**src/common/msia_pkg.sv**
```systemverilog
// ============================================================
// shared constants and carriers for the serial irq arbiter
package msia_pkg;

    // ============================================================
    // sizes
    localparam int NPORT = 16;
    localparam int NBRD = 16;
    localparam int NIRQ = 8;
    localparam int ITYPE_W = 3;

    // ============================================================
    // register map: arbitration result, read only
    localparam logic [15:0] ARB_RESULT_ADDR = 16'h0130;

    // ============================================================
    // system interrupt line select, one code per offered line
    typedef enum logic [2:0] {
        IRQ_LINE_3 = 3'h0,
        IRQ_LINE_5 = 3'h1,
        IRQ_LINE_9 = 3'h2,
        IRQ_LINE_10 = 3'h3,
        IRQ_LINE_11 = 3'h4,
        IRQ_LINE_12 = 3'h5,
        IRQ_LINE_14 = 3'h6,
        IRQ_LINE_15 = 3'h7
    } msia_irq_sel_t;

    // slot setup register written in the configuration cycle
    typedef struct packed {
        logic enable;
        msia_irq_sel_t sel;
    } msia_setup_t;

    localparam msia_setup_t SETUP_RESET = '{enable: 1'b0, sel: IRQ_LINE_3};

    // ============================================================
    // arbitration result word, 16 bits
    typedef struct packed {
        logic none;
        logic [3:0] rsvd;
        logic [ITYPE_W-1:0] itype;
        logic [3:0] board;
        logic [3:0] port;
    } msia_arb_t;

    localparam logic [15:0] ARB_NONE = 16'h8000;
    localparam logic [15:0] ARB_RESET = 16'h8000;

    // ============================================================
    // serial line levels
    localparam logic LVL_MARK = 1'b1;
    localparam logic LVL_SPACE = 1'b0;

endpackage

```
**src/rtl/msia_prio_enc.sv**
```systemverilog
`timescale 1ns/1ps
`default_nettype none
// ============================================================
// fixed priority encoder: lowest set index wins
module msia_prio_enc (
    // request vector
    input wire logic [15:0] req,
    // result
    output logic any,
    output logic [3:0] idx
);

    // scan from the top so the lowest index overwrites last
    always_comb begin
        any = 1'b0;
        idx = 4'h0;
        for (int i = 15; i >= 0; i--) begin
            if (req[i]) begin
                any = 1'b1;
                idx = 4'(i);
            end
        end
    end

endmodule // msia_prio_enc
`default_nettype wire

```
**src/rtl/msia_arbiter.sv**
```systemverilog
`timescale 1ns/1ps
`default_nettype none
// ============================================================
// Summary of operation
// - boards ranked fixed, board 0 highest
// - ports served fixed, port 0 first
// - eight selectable lines 3,5,9,10,11,12,14,15
// - at most one interrupt line ever driven
// - open collector: pull low when pending
// - winner board loads its top port info
// - one read gives board, port, type
// - up to sixteen boards arbitrate together
// - ports carry txd, rxd, dtr, dcd
// - logic 1 is mark, 0 is space
// - undriven receiver reads as mark
module msia_arbiter (
    // clock and reset
    input wire logic clk_sys,
    input wire logic rst,
    // board straps
    input wire logic [3:0] board_id_i,
    input wire logic idle_resp_i,
    // slot setup write from the control logic
    input wire logic setup_wr_i,
    input wire msia_pkg::msia_setup_t setup_data_i,
    // host i/o read of the arbitration register
    input wire logic io_rd_i,
    input wire logic [15:0] io_addr_i,
    output logic [15:0] io_data_o,
    output logic io_data_oe,
    // system interrupt lines, open collector
    output logic [7:0] irq_o,
    output logic [7:0] irq_oe,
    // board pending bus, one open collector line per board
    input wire logic [15:0] bpend_i,
    output logic [15:0] bpend_o,
    output logic [15:0] bpend_oe,
    // channel interrupt requests and types
    input wire logic [15:0] chan_irq_i,
    input wire logic [15:0][2:0] chan_itype_i,
    // serial lines, channel side
    input wire logic [15:0] chan_txd_i,
    input wire logic [15:0] chan_dtr_i,
    output logic [15:0] chan_rxd_o,
    output logic [15:0] chan_dcd_o,
    // serial lines, cable side
    output logic [15:0] txd_o,
    output logic [15:0] dtr_o,
    input wire logic [15:0] rxd_i,
    input wire logic [15:0] rx_open_i,
    input wire logic [15:0] dcd_i
);

    // ============================================================
    // straps: two pin flops, then caught once when both are filled
    logic [3:0] board_id_s1_q;
    logic [3:0] board_id_s2_q;
    logic idle_resp_s1_q;
    logic idle_resp_s2_q;
    logic [1:0] strap_wait_q;
    logic [3:0] board_id_q;
    logic idle_resp_q;
    logic strap_done_q;

    // strap pins are asynchronous like any other pin input
    always_ff @(posedge clk_sys or posedge rst) begin
        if (rst) begin
            board_id_s1_q <= 4'h0;
            board_id_s2_q <= 4'h0;
            idle_resp_s1_q <= 1'b0;
            idle_resp_s2_q <= 1'b0;
            strap_wait_q <= 2'h0;
        end else begin
            board_id_s1_q <= board_id_i;
            board_id_s2_q <= board_id_s1_q;
            idle_resp_s1_q <= idle_resp_i;
            idle_resp_s2_q <= idle_resp_s1_q;
            strap_wait_q <= {strap_wait_q[0], 1'b1};
        end
    end

    // catch only once the second flop holds a real pin value,
    // otherwise the reset value of the chain would be taken
    always_ff @(posedge clk_sys or posedge rst) begin
        if (rst) begin
            board_id_q <= 4'h0;
            idle_resp_q <= 1'b0;
            strap_done_q <= 1'b0;
        end else if (strap_wait_q[1] && !strap_done_q) begin
            board_id_q <= board_id_s2_q;
            idle_resp_q <= idle_resp_s2_q;
            strap_done_q <= 1'b1;
        end
    end

    // ============================================================
    // slot setup register
    msia_pkg::msia_setup_t setup_q;

    // only the setup cycle writes it; the line holds until the next setup write
    always_ff @(posedge clk_sys or posedge rst) begin
        if (rst) begin
            setup_q <= msia_pkg::SETUP_RESET;
        end else if (setup_wr_i) begin
            setup_q <= setup_data_i;
        end
    end

    // ============================================================
    // pin synchronisers: host read strobe, address, pending bus
    logic rd_s1_q, rd_s2_q, rd_s3_q;
    logic [15:0] addr_s1_q, addr_s2_q;
    logic [15:0] bpend_s1_q, bpend_s2_q;

    always_ff @(posedge clk_sys or posedge rst) begin
        if (rst) begin
            rd_s1_q <= 1'b0;
            rd_s2_q <= 1'b0;
            rd_s3_q <= 1'b0;
            addr_s1_q <= 16'h0000;
            addr_s2_q <= 16'h0000;
            bpend_s1_q <= 16'hFFFF;
            bpend_s2_q <= 16'hFFFF;
        end else begin
            rd_s1_q <= io_rd_i;
            rd_s2_q <= rd_s1_q;
            rd_s3_q <= rd_s2_q;
            addr_s1_q <= io_addr_i;
            addr_s2_q <= addr_s1_q;
            bpend_s1_q <= bpend_i;
            bpend_s2_q <= bpend_s1_q;
        end
    end

    // ============================================================
    // port arbitration inside this board
    logic port_any;
    logic [3:0] port_idx;

    msia_prio_enc u_port_prio (
        .req(chan_irq_i),
        .any(port_any),
        .idx(port_idx)
    );

    // ============================================================
    // board arbitration across the shared pending bus
    wire [15:0] bpend_seen = ~bpend_s2_q; // lines are active low
    logic brd_any;
    logic [3:0] brd_idx;

    msia_prio_enc u_board_prio (
        .req(bpend_seen),
        .any(brd_any),
        .idx(brd_idx)
    );

    // this board wins only if it is the lowest numbered pending one
    wire my_pend = port_any & setup_q.enable;
    wire i_win = my_pend & brd_any & (brd_idx == board_id_q);
    // with nothing pending anywhere, the strapped board answers idle
    wire i_idle = ~my_pend & ~brd_any & idle_resp_q;

    // ============================================================
    // arbitration register, reloaded every cycle outside a read
    msia_pkg::msia_arb_t arb_now;
    logic [15:0] arb_q;

    assign arb_now.none = 1'b0;
    assign arb_now.rsvd = 4'h0;
    assign arb_now.itype = chan_itype_i[port_idx];
    assign arb_now.board = board_id_q;
    assign arb_now.port = port_idx;

    wire [15:0] arb_d = i_win ? 16'(arb_now) : msia_pkg::ARB_NONE;

    // frozen while a read is in progress so the word cannot tear
    always_ff @(posedge clk_sys or posedge rst) begin
        if (rst) begin
            arb_q <= msia_pkg::ARB_RESET;
        end else if (!rd_s2_q) begin
            arb_q <= arb_d;
        end
    end

    // ============================================================
    // host read decode and data drive
    wire addr_hit = (addr_s2_q == msia_pkg::ARB_RESULT_ADDR);
    wire rd_start = rd_s2_q & ~rd_s3_q & addr_hit;
    logic [15:0] io_data_q;
    logic io_data_oe_q;
    logic resp_q;

    // decide once at the start of a read whether this board answers
    always_ff @(posedge clk_sys or posedge rst) begin
        if (rst) begin
            resp_q <= 1'b0;
        end else if (rd_start) begin
            resp_q <= i_win | i_idle;
        end else if (!rd_s2_q) begin
            resp_q <= 1'b0;
        end
    end

    // board, port and type leave together in one word
    always_ff @(posedge clk_sys or posedge rst) begin
        if (rst) begin
            io_data_q <= msia_pkg::ARB_RESET;
            io_data_oe_q <= 1'b0;
        end else begin
            io_data_q <= arb_q;
            io_data_oe_q <= resp_q & rd_s2_q & addr_hit;
        end
    end

    assign io_data_o = io_data_q;
    assign io_data_oe = io_data_oe_q;

    // ============================================================
    // interrupt request and pending bus drive
    logic [7:0] irq_oe_q;
    logic [15:0] bpend_oe_q;

    // one-hot decode of the selected line; never more than one set
    wire [7:0] irq_onehot = 8'h01 << setup_q.sel;

    always_ff @(posedge clk_sys or posedge rst) begin
        if (rst) begin
            irq_oe_q <= 8'h00;
            bpend_oe_q <= 16'h0000;
        end else begin
            irq_oe_q <= my_pend ? irq_onehot : 8'h00;
            bpend_oe_q <= my_pend ? (16'h0001 << board_id_q) : 16'h0000;
        end
    end

    // open collector: only ever drive a low, the pull-up gives high
    logic [7:0] irq_q;
    logic [15:0] bpend_q;

    always_ff @(posedge clk_sys or posedge rst) begin
        if (rst) begin
            irq_q <= 8'h00;
            bpend_q <= 16'h0000;
        end else begin
            irq_q <= 8'h00;
            bpend_q <= 16'h0000;
        end
    end

    assign irq_o = irq_q;
    assign irq_oe = irq_oe_q;
    assign bpend_o = bpend_q;
    assign bpend_oe = bpend_oe_q;

    // ============================================================
    // per-port serial line stage
    logic [15:0] txd_q, dtr_q, rxd_q, dcd_q;

    for (genvar p = 0; p < msia_pkg::NPORT; p++) begin : g_port
        logic rxd_s1_q, rxd_s2_q;
        logic open_s1_q, open_s2_q;
        logic dcd_s1_q, dcd_s2_q;

        // cable inputs cross in through two flops each
        always_ff @(posedge clk_sys or posedge rst) begin
            if (rst) begin
                rxd_s1_q <= msia_pkg::LVL_MARK;
                rxd_s2_q <= msia_pkg::LVL_MARK;
                open_s1_q <= 1'b1;
                open_s2_q <= 1'b1;
                dcd_s1_q <= 1'b0;
                dcd_s2_q <= 1'b0;
            end else begin
                rxd_s1_q <= rxd_i[p];
                rxd_s2_q <= rxd_s1_q;
                open_s1_q <= rx_open_i[p];
                open_s2_q <= open_s1_q;
                dcd_s1_q <= dcd_i[p];
                dcd_s2_q <= dcd_s1_q;
            end
        end

        // an open receiver looks like an idle line, not a break
        always_ff @(posedge clk_sys or posedge rst) begin
            if (rst) begin
                rxd_q[p] <= msia_pkg::LVL_MARK;
                dcd_q[p] <= 1'b0;
                txd_q[p] <= msia_pkg::LVL_MARK;
                dtr_q[p] <= 1'b0;
            end else begin
                rxd_q[p] <= open_s2_q ? msia_pkg::LVL_MARK : rxd_s2_q;
                dcd_q[p] <= dcd_s2_q;
                txd_q[p] <= chan_txd_i[p];
                dtr_q[p] <= chan_dtr_i[p];
            end
        end
    end

    assign chan_rxd_o = rxd_q;
    assign chan_dcd_o = dcd_q;
    assign txd_o = txd_q;
    assign dtr_o = dtr_q;

endmodule // msia_arbiter
`default_nettype wire

```
**config.mk**
```make
export PLATFORM = sky130hd
export DESIGN_NAME = msia_arbiter
export DESIGN_NICKNAME = d
export VERILOG_FILES = /design/src/common/msia_pkg.sv /design/src/rtl/msia_prio_enc.sv /design/src/rtl/msia_arbiter.sv
export SDC_FILE = /design/constraint.sdc
export NUM_CORES = 1
export LEC_CHECK = 0
export BUFFER_PORTS_ARGS = -buffer_cell sky130_fd_sc_hd__buf_2
export CAP_MARGIN = 10
export CORE_MARGIN = 2
export CORE_UTILIZATION = 42
export CTS_CLUSTER_SIZE = 12
export DETAILED_ROUTE_END_ITERATION = 10
export GPL_TIMING_DRIVEN = 0
export PLACE_DENSITY = 0.69
export SETUP_SLACK_MARGIN = 0.15
export SYNTH_ARGS = -nofsm -noshare
export SYNTH_HDL_FRONTEND = slang
export SYNTH_SLANG_ARGS = --single-unit
```
**constraint.sdc**
```tcl
create_clock -name clk_sys -period 9.7 [get_ports clk_sys]
set_input_delay 0.97 -clock clk_sys [delete_from_list [all_inputs] [get_ports clk_sys]]
set_output_delay 0.97 -clock clk_sys [all_outputs]
set_load 0.02 [all_outputs]
```
==> run summary <==
Place WS = 6183 ps
Primary FF master, synth = dfrtp_1
final global-route overflow total = 0
Reg power frac = 51.3%
NetSw = 569.6 uW
Starting Density = 42.87%
Post CTS Setup Buffer Count = 0
design area = 12310 sq um
FFs w/ async S/R, synth = 100.0%
Avg Inst Size Synth = 16.67 sq um
Post-synth EDFFs = 0
ANT nets after route = 0
largest net degree at the start of global routing = 132
Finished Layout Cells = 1217
CTS resizes = 0
Worst EP required = 10100 ps
fin crit period = 2921 ps
CTS Buffer Depth = 3
drt via density = 4.449
CP Buf/Inv Count = 4
Int Pwr = 2066 uW
share of cells above drive strength 1 = 56.84%
initial antenna violation count = 3
status = complete, no violations
CTS buffer count = 30
drt total wl = 16.92 mm
Yosys reg bits = 299
Core Util, Final = 56.25%
Worst Slack Setup Final = 6779 ps
Hold WS = 339.7 ps
Total GRT Usage = 14.27%
CTS tree = yes
clock share of power = 41.6%
Boundary Pins = 318
first-pass GRT wire length = 27.14 mm
Top cell by count, worst path = buf_2
TritonRoute pass-1 iters = 4
die height = 153.5 um
top cells by area, synth = dfrtp_1 45%, dfstp_2 36%, buf_4 2.3%
die width = 153.5 um
Pwr per Cell Area = 214.0 nW/um^2
post-synthesis sequential area ratio = 81.46%
Sw Ratio = 21.62%
CP Launch Type = primary input
Clk Latency, worst-skew pair = 550 ps
Setup Skew = 20.59 ps
Hold Buf Count CTS = 0
wire length per cell = 13.90 um
post-synth cell types = 47
critical path cell sequence = buf_2 > or4_1 > buf_2 > a211oi_4 > buf_6 > buf_4 > mux2i_1 > a21oi_1 > a211oi_1 > o41ai_2
Setup crit end kind = flop
Rel. slew slack = 55.02%
CTS Sinks = 299
cell count after synthesis = 563
nets@finish = 1102
highest ir drop seen on vdd = 0.0001796 V
HPWL after DPL = 12.21 mm
Arr. time, crit path = 3320 ps
hold crit path type = flop to flop
CP peak stage delay = 510 ps
fin. max-slew vios = 0
max-cap check violation count = 0
GP Congestion = 0.7936
DRC Markers = 0
leakage power = 0.005865 uW
Ys Warns = 0
Fmax = 0.3424 GHz
CP Class = primary input to flop
slowest CP cell = or4_1
num rows = 54
vias in the first global route = 5511
top cell type's share of synthesized area = 45.06%
Worst-Margin Slew = 668.5 ps
vias = 5415
Core Area = 21890 sq um
DP Area = 11350 sq um
Initial DRC Count = 181
Placed Instances = 1161
Hold Vio Cnt, Final = 0
RSZ-0062 raised after global routing = false
# setup viols final = 0
post-synthesis instance area = 9385 sq um
Tcrit/Tclk final = 30.11%
area leader, netlist = dfrtp_1
H-tree levels = 1
Synth-to-Final Area Change = 31.21%
combinational share of power = 7.1%
Die ar. = 23560 sq um
Clock Root Buffer = clkbuf_16
Worst Path Max Fanout = 10
Clock transition at path regs = 60 ps
Port Buf Inserts = 289
delay-heaviest family, CP = compound AO/OA/AOI/OAI gates
-- logic make-up (layout without fill, tap and decap cells) --
group / Yosys count / count (layout) / share of synthesized area [%]
compound gates: 51 / 51 / 4.013
xor+xnor: 2 / 2 / 0.1867
buf+inv: 49 / 395 / 3.226
flops: 299 / 299 / 81.46
mux: 32 / 32 / 3.959
other cells: 2 / 30 / 0.08002
simple gates: 128 / 128 / 7.079
-- stage by stage --
| step | setup TNS (ps) | power (uW) |
|---|---|---|
| global route | 0 | 2756 |
| detailed placement | 0 | 1563 |
| global placement | -298940 | 1555 |
| finish | 0 | 2635 |
| floorplan | 0 | 1477 |
| CTS | 0 | 2678 |
-- cells in the final DEF, fill, tap and decap left out, types with 4 or more instances in the layout --
cell type  instances
a211oi_1          11
a21oi_1            8
buf_2            291
buf_4             29
clkbuf_1          22
clkbuf_16         30
clkbuf_8           4
conb_1            29
dfrtp_1          169
dfstp_2          130
inv_1              7
mux2_2            11
mux2i_1           18
nand2_1           23
nand2b_1           5
nand3_1            5
nand4_1           11
nor2_1            31
nor2b_1            7
nor3_1            10
nor4_1             5
o21ai_0            4
o21ai_1            7
o31ai_1            5
or2_2             18
-- path summary, 6_finish.rpt --
check                                         from             endpoint  slack, ps  depth (start not counted)
worst max-delay path                 chan_irq_i[7]             arb_q[8]       6780                         10
worst min-delay path            g_port[1].dcd_s1_q   g_port[1].dcd_s2_q        340                          0
worst max register to register      bpend_s2_q[11]            arb_q[10]       7080                          7
worst min register to register  g_port[1].dcd_s1_q   g_port[1].dcd_s2_q        340                          0
max in group asynchronous                      rst         io_data_o[1]       8360                          3
min in group asynchronous                      rst  g_port[10].dcd_s1_q        410                          2
-- worst reg2reg max path: stages (launching register included) --
cell and delay, ps:
dfstp_2 540, inv_1 40, o221ai_1 200, nand4_1 140
a22oi_1 300, xor2_1 420, nand3_1 390, o41ai_1 460
-- cells in the mapped netlist (all sizes together) (2+ instances only) --
cell	count
xor2	2
nor2	31
conb	2
nand3b	2
nand4	11
or4	3
mux2i	18
nand3	5
clkbuf	6
a21oi	8
mux2	11
nand2	23
nor2b	7
dfrtp	169
a211oi	12
buf	33
dfstp	130
inv	10
o211a	2
nor3	10
o21ai	12
and2	2
or2	18
o31ai	5
mux4	3
o41ai	3
a31oi	3
nand2b	5
or3	3
nor4	6
-- layer usage --
layer  global-route usage [%]  up-vias  routed length, um
li1                         -     2544                  -
met1                    16.76     2604               6243
met2                    23.98      238               8404
met3                    6.209       27               1978
met4                    4.063        2                276
met5                        0        -                 16
-- power groups by stage --
stage | registers (uW) | logic [uW] | clock network (uW)
finish | 1350 | 186 | 1100
global route | 1360 | 206 | 1190
CTS | 1350 | 190 | 1130
detailed placement | 1370 | 189 | 0
global placement | 1370 | 183 | 0
floorplan | 1400 | 81.2 | 0
-- cell type report --
type,count,area [sq um]
Multi-Input combinational cell,242,1539
Antenna cell,1,2.502
Tap cell,280,350.3
Sequential cell,299,7645
Fill cell,1779,9577
Inverter,10,45.04
Clock inverter,5,100.1
Buffer,39,265.3
Clock buffer,50,865.8
Timing Repair Buffer,291,1501
Power figures use the tool's default switching activity.
